$ cat src/inc/fcs_pkg.sv
package fcs_pkg;
  localparam int NUM_CHAN = 4;
  // tone each detector channel answers to, in hz (index 0 = channel_one)
  localparam int TONE_CHANNEL_ONE_HZ = 1250;
  localparam int TONE_CHANNEL_TWO_HZ = 1850;
  localparam int TONE_CHANNEL_THREE_HZ = 1350;
  localparam int TONE_CHANNEL_FOUR_HZ = 1950;
  localparam logic [3:0] TX_RESET_VALUE = 4'h0;
  localparam logic [3:0] RX_RESET_VALUE = 4'h1;
  localparam logic [3:0] SEL_ALL_OFF_N = 4'hf;
  localparam int SYNC_STAGES = 2;
endpackage

$ cat src/design/fcs_sync_edge.sv
// two-stage synchroniser with a rise and fall pulse on the second stage
module fcs_sync_edge (
  // clock, reset and enable
  input wire logic clk_i,
  input wire logic nrst_i,
  input wire logic en_i,
  // asynchronous level
  input wire logic async_i,
  // synchronised level and edges
  output logic level_o,
  output logic rise_o,
  output logic fall_o
);
  import fcs_pkg::*;

  typedef struct packed {
    logic meta;
    logic sync;
    logic last;
  } fcs_sync_s;

  fcs_sync_s st;
  fcs_sync_s next_st;

  always_comb begin
    next_st = st;
    if (en_i) begin
      next_st.meta = async_i;
      next_st.sync = st.meta;
      next_st.last = st.sync;
    end
  end

  always_ff @(posedge clk_i) begin
    if (!nrst_i) begin
      st <= '0;
    end else begin
      st <= next_st;
    end
  end

  assign level_o = st.sync;
  assign rise_o = en_i & st.sync & ~st.last;
  assign fall_o = en_i & ~st.sync & st.last;
endmodule // fcs_sync_edge

$ cat src/design/fcs_select_latch.sv
// Overview of operation
// tone detections act only while function enable is high.
// upstream raises function enable only after recognising the guard tone.
// channel_two detect input is active low while 1850 hz is heard.
// inverted detect makes a tx latch clock pulse setting that tx flop.
// tx element select outputs are the inverse of the tx flops.
// setting one tx flop clears the other three.
// a rising tx flop pulses the rx latch setting the same rx channel.
// rx flop holds until reset or another channel is latched.
// rx select output is gated rx flop, inverted, so active low.
// keyed supply falling pulses the tx clock, clearing all tx flops.
// end of keying leaves the rx latch unchanged.
// new tx channel re-latches rx to the matching channel.
// power-on reset selects rx channel_one.
// four detectors: 1250, 1850, 1350 and 1950 hz channels.
// power-on reset leaves all tx flops low.
// inputs are synchronised; latch clocks are single-cycle edge pulses.
module fcs_select_latch (
  // clock, reset, enable
  input wire logic clk_i,
  input wire logic nrst_i,
  input wire logic ce_i,
  // tone detectors, active low, index 0 = channel_one
  input wire logic [fcs_pkg::NUM_CHAN-1:0] tone_detect_n_i,
  // control from tone control module
  input wire logic function_enable_i,
  input wire logic keyed_supply_i,
  // channel element selects, active low
  output logic [fcs_pkg::NUM_CHAN-1:0] tx_select_n_o,
  output logic [fcs_pkg::NUM_CHAN-1:0] rx_select_n_o,
  // latch state for observation
  output logic [fcs_pkg::NUM_CHAN-1:0] tx_latch_o,
  output logic [fcs_pkg::NUM_CHAN-1:0] rx_latch_o
);
  import fcs_pkg::*;

  ////////////////////////////////////////////////////////////////////////////
  // synchronisers
  logic [NUM_CHAN-1:0] det_level;
  logic [NUM_CHAN-1:0] det_rise;
  logic fen_level;
  logic key_fall;

  for (genvar g = 0; g < NUM_CHAN; g++) begin : g_det
    // detector active low: invert before edge detect
    fcs_sync_edge u_det (
      .clk_i(clk_i),
      .nrst_i(nrst_i),
      .en_i(ce_i),
      .async_i(~tone_detect_n_i[g]),
      .level_o(det_level[g]),
      .rise_o(det_rise[g]),
      .fall_o()
    );
  end

  fcs_sync_edge u_fen (
    .clk_i(clk_i),
    .nrst_i(nrst_i),
    .en_i(ce_i),
    .async_i(function_enable_i),
    .level_o(fen_level),
    .rise_o(),
    .fall_o()
  );

  logic key_level;
  fcs_sync_edge u_key (
    .clk_i(clk_i),
    .nrst_i(nrst_i),
    .en_i(ce_i),
    .async_i(keyed_supply_i),
    .level_o(key_level),
    .rise_o(),
    .fall_o(key_fall)
  );

  ////////////////////////////////////////////////////////////////////////////
  // state
  typedef struct packed {
    logic [NUM_CHAN-1:0] tx;
    logic [NUM_CHAN-1:0] rx;
    logic [NUM_CHAN-1:0] tx_sel_n;
    logic [NUM_CHAN-1:0] rx_sel_n;
  } fcs_state_s;

  fcs_state_s st;
  fcs_state_s next_st;

  // lowest index wins if two detections rise together, keeping one-hot
  function automatic logic [NUM_CHAN-1:0] pick_one(input logic [NUM_CHAN-1:0] v);
    logic [NUM_CHAN-1:0] r;
    r = '0;
    for (int i = NUM_CHAN - 1; i >= 0; i--) begin
      if (v[i]) begin
        r = '0;
        r[i] = 1'b1;
      end
    end
    return r;
  endfunction

  logic [NUM_CHAN-1:0] tx_clk_set;
  logic [NUM_CHAN-1:0] tx_rise;
  logic [NUM_CHAN-1:0] tx_after;
  logic [NUM_CHAN-1:0] rx_after;

  always_comb begin
    next_st = st;
    // gate detections by function enable
    tx_clk_set = pick_one(det_rise & {NUM_CHAN{fen_level}});
    tx_after = st.tx;
    if (|tx_clk_set) begin
      tx_after = tx_clk_set;
    end else if (key_fall) begin
      tx_after = TX_RESET_VALUE;
    end
    // rx latch clocked only by a rising tx flop; tx clear leaves it
    tx_rise = tx_after & ~st.tx;
    rx_after = st.rx;
    if (|tx_rise) begin
      rx_after = tx_rise;
    end
    if (ce_i) begin
      next_st.tx = tx_after;
      next_st.rx = rx_after;
      next_st.tx_sel_n = ~tx_after;
      // gated then inverted to give the grounding select
      next_st.rx_sel_n = ~(rx_after & {NUM_CHAN{1'b1}});
    end
  end

  always_ff @(posedge clk_i) begin
    if (!nrst_i) begin
      st.tx <= TX_RESET_VALUE;
      st.rx <= RX_RESET_VALUE;
      st.tx_sel_n <= SEL_ALL_OFF_N;
      st.rx_sel_n <= ~RX_RESET_VALUE;
    end else begin
      st <= next_st;
    end
  end

  assign tx_select_n_o = st.tx_sel_n;
  assign rx_select_n_o = st.rx_sel_n;
  assign tx_latch_o = st.tx;
  assign rx_latch_o = st.rx;
endmodule // fcs_select_latch

$ cat config.mk
export PLATFORM = sky130hd
export DESIGN_NAME = fcs_select_latch
export DESIGN_NICKNAME = d
export VERILOG_FILES = /design/src/inc/fcs_pkg.sv /design/src/design/fcs_sync_edge.sv /design/src/design/fcs_select_latch.sv
export SDC_FILE = /design/constraint.sdc
export NUM_CORES = 1
export LEC_CHECK = 0
export CORE_MARGIN = 4
export CORE_UTILIZATION = 63
export CTS_BUF_LIST = sky130_fd_sc_hd__clkbuf_8
export DETAILED_ROUTE_END_ITERATION = 8
export DONT_BUFFER_PORTS = 1
export PLACE_DENSITY_LB_ADDON = 0.12
export SYNTH_ARGS = -nofsm -noshare
export SYNTH_HDL_FRONTEND = slang
export SYNTH_SLANG_ARGS = --single-unit
$ cat constraint.sdc
create_clock -name clk_i -period 2.5 [get_ports clk_i]
set_clock_uncertainty 0.15 [all_clocks]
set_input_delay 0.25 -clock clk_i [delete_from_list [all_inputs] [get_ports clk_i]]
set_output_delay 0.25 -clock clk_i [all_outputs]
set_load 0.02 [all_outputs]
# Word level (Yosys, flattened, before mapping)
# Cells that the tools add are included.
dict set report word_totals {
  rom_bits 0
  out_inout_bits 16
  mem_bits_rw 0
  memories 0
  regBits 33
  in_bits 9
  latchBits 0
}
dict set report classes {
  n_bitwise 24
  n_eq_ne 0
  muxes 7
  n_div 0
  shifts 0
  order_cmp 0
  multipliers 0
  n_addsub 0
  n_reduce_logical 2
}
# operator count
set op_table {}
lappend op_table {{4-bit two-way mux} 7}
lappend op_table {{4-bit NOT} 3}
lappend op_table {{1-bit AND} 10}
lappend op_table {{1-bit NOT} 9}
lappend op_table {{4-bit AND} 2}
lappend op_table {{4-bit OR reduction} 2}

# Depth between registers and ports, before layout
dict set report logic_depth {
  depth_word 13
  depth_mapped 6
  mapped_depth_nobuf 4
}

# By module
# A second synthesis with hierarchy kept.
dict set report hier_totals {
  hier_cells 162
  area_unflattened_um2 1522.7
}
# module cells_per_inst area_each_um2 n_inst
set modules_own_cells {}
lappend modules_own_cells {fcs_select_latch 90 779.5 1}
lappend modules_own_cells {fcs_sync_edge 12 123.9 6}

# Least setup slack after synthesis
# OpenSTA, ideal clock, no wires.
dict set report synth_timing {
  path_kind {register to register}
  startpoint {reg g_det[1].u_det.st (netlist bit g_det[1].u_det.level_o)}
  endpoint {reg with a tool-made name}
  period_less_slack_ps 1653
  setup_time_ps 116
  n_path_buf 1
  t_required_ps 2234
  path_slack_ps 847
  path_stages_with_launch 6
  arrival_ps 1387
  cell_sequence {dfxtp_1 nor2b_4 o211a_4 or3_1 buf_2 a41o_1}
}
# element line
set synth_rtl {}
lappend synth_rtl {{start: declaration} fcs_sync_edge.sv:22} ;# fcs_sync_s st;
lappend synth_rtl {{start signal: assignment} fcs_sync_edge.sv:38} ;# st <= next_st;

==> out/qor.csv <==
metric,value,unit
ys async rst share,0,%
Fillers,167,
initial core utilization,66.6,%
Pins Over Slew Limit,0,
Die H,56.6,um
NumNets Final,164,
max_cap viols,0,
"Net Count, Synth",160,
leakage power,0.000717,uW
FF/Latch Area,661,um2
largest net degree at the start of global routing,34,
outcome,"finished, final reports clean",
CTS H-Tree Depth,2,
first-pass GRT wire length,5070,um
WS Path Type,in2reg,
synth warn,0,
CP peak stage delay,1.18,ns
Main synth FF type,dfxtp_1,
worst-path cell chain,"dlygate4sd3_1, o221ai_1, a41oi_1",
Clock Latency Late Sink,0.28,ns
Worst Path Arrival,1.96,ns
number of I/O port buffers,0,
CP Capture Type,flip-flop,
"FF+latch count, synth",33,
core box area,2230,um2
Synth Cell Area,1490,um2
drt pass-1 iters,4,
clk buf depth,2,
CP Launch Type,primary input,
die area,3200,um2
Tcrit/Tclk final,76.6,%
antenna-violating nets left,0,
TritonCTS Buffers,5,
Rows,17,
post-cts resize count,0,
synth-to-layout area growth,10.2,%
top-area cell type share of the netlist area,44.4,%
vias in the first global route,1105,
Setup-failing EPs final,0,
routed vias/inst,6.40,
Least-Margin Pin Slew,0.984,ns
gpl congestion,0.760,
Unique masters post-synth,44,
Root Driver,clkbuf_8,
power per cell area,616,nW/um2
Detail Placement HPWL,1860,um
RSZ-0062 raised after global routing,false,
Top Ports,25,
commonest cells in the netlist,"dfxtp_1 (33), nor2b_1 (15), mux2i_1 (13), nand2_1 (10), clkbuf_1 (6)",
CTS sink cnt,33,
total gr overflow,0,
share of layout cells above drive strength 1,9.03,%
Die W,56.6,um
Crit-path slowest cell,dlygate4sd3_1,
fin cells,183,
GR Util All Layers,20.3,%
worst hold path class,in2reg,
"count leader, synth",dfxtp_1,
"CTS clk-pin slew, worst paths",0.06,ns
routed wire length,2990,um
Fin Setup TNS,0,ns
maximum clock rate,523,MHz
critical-path maximum fanout,33,
1st-iter DRT viols,33,
placed cells,168,
Peak VDD IR,0.561,mV
CTS tree,done,
Mapped Cells,151,
"EDFF count, synth",0,
drt wl/cell,16.4,um
drt drc,0,
register area share after synthesis,44.4,%
syn avg cell area,9.84,um2
Max transition margin,34.2,%
number of diodes,0,
Synth area leader,dfxtp_1,
via count,1171,
multi-input logic area,764,um2
"Min Clock Period, post-route",1.91,ns
Critical Path RT,2.55,ns
final hold vios,0,
initial antenna violation count,0,
synth top area cells,"dfxtp_1 (44%), mux2i_1 (8.8%), nor2b_1 (6.3%), o211a_1 (2.7%), nand2_1 (2.5%)",
[layout by cell type, fill, tap and decap left out, types with 2 or more instances in the layout]
master         instances
nor2b_4                2
nand2b_1               2
a21oi_1                4
and3_1                 5
o211a_1                4
inv_1                  4
a32oi_1                2
mux2i_1               13
o211ai_1               3
dlygate4sd3_1          8
clkbuf_8               6
nor3_1                 2
nor2b_1               15
nand4_1                3
dfxtp_1               33
a31oi_1                2
a41o_1                 2
nand4b_1               3
nor2_1                 4
o21ai_0                4
or3_1                  2
nand2_1               10
a31o_2                 2
[layer usage]
metal	routed length, um	up-vias	GRT usage [%]	share of wire, %
li1	-	564	-	-
met1	1300	555	23.6	43
met2	1430	45	33.2	48
met3	215	7	8.97	7.2
met4	48	0	6.44	1.6
met5	0	-	0	0
[worst max-delay path: cells and delay by family]
kind / cells / cell delay (ns)
compound gates: 2 / 0.52
buf+inv: 1 / 1.18
[stage by stage]
step | hold slack [ns] | utilization (%) | cell area (um2) | setup slack, ns | power [uW]
2_1_floorplan | 0.269 | - | 1490 | 0.847 | 624
3_3_place_gp | 0.176 | 65.9 | 1470 | 0.777 | 610
3_5_place_dp | 0.188 | 65.9 | 1470 | 0.703 | 613
4_1_cts | 0.000128 | 73.3 | 1640 | 0.585 | 1020
5_1_grt | 0.0000635 | 73.3 | 1640 | 0.470 | 1050
6_report | 0.00487 | 73.3 | 1640 | 0.586 | 1010
[logic make-up after synthesis]
logic type | synth area share, %
compound gates | 19.4
buf+inv | 4.12
flops | 44.4
mux | 8.75
simple gates | 23.2
[worst paths after layout]
path / from / end / slack, ns / depth (start not counted)
worst min-delay path: ce_i / tx_select_n_o[0] / 0.005 / 2
worst min register to register: g_det[2].u_det.st[2] / g_det[2].u_det.st[2] / 0.33 / 1
worst max-delay path: nrst_i / rx_select_n_o[0] / 0.59 / 3
worst max register to register: u_fen.level_o / flip-flop / 0.59 / 4
[where the power goes]
group	switching [uW]	internal, uW
Combinational	27.7	34.7
Clock	172	214
Sequential	18.4	542
Total	218	791
[cell type report]
type / instances / share of cell area, %
repair buffers: 8 / 4.89
clock inverters: 1 / 0.229
flip-flops and latches: 33 / 40.3
inverters: 3 / 0.688
clock buffers: 6 / 5.04
well taps: 28 / 2.14
multi-input cells: 104 / 46.7
[repair_timing]
action                                  in CTS  in global routing
endpoints found under the hold margin       33                  0
hold buffers                                 8                  0
endpoints found under the setup margin       0                  0
setup buffers                                0                  0
Note: power is estimated with default switching activity, not from simulation.
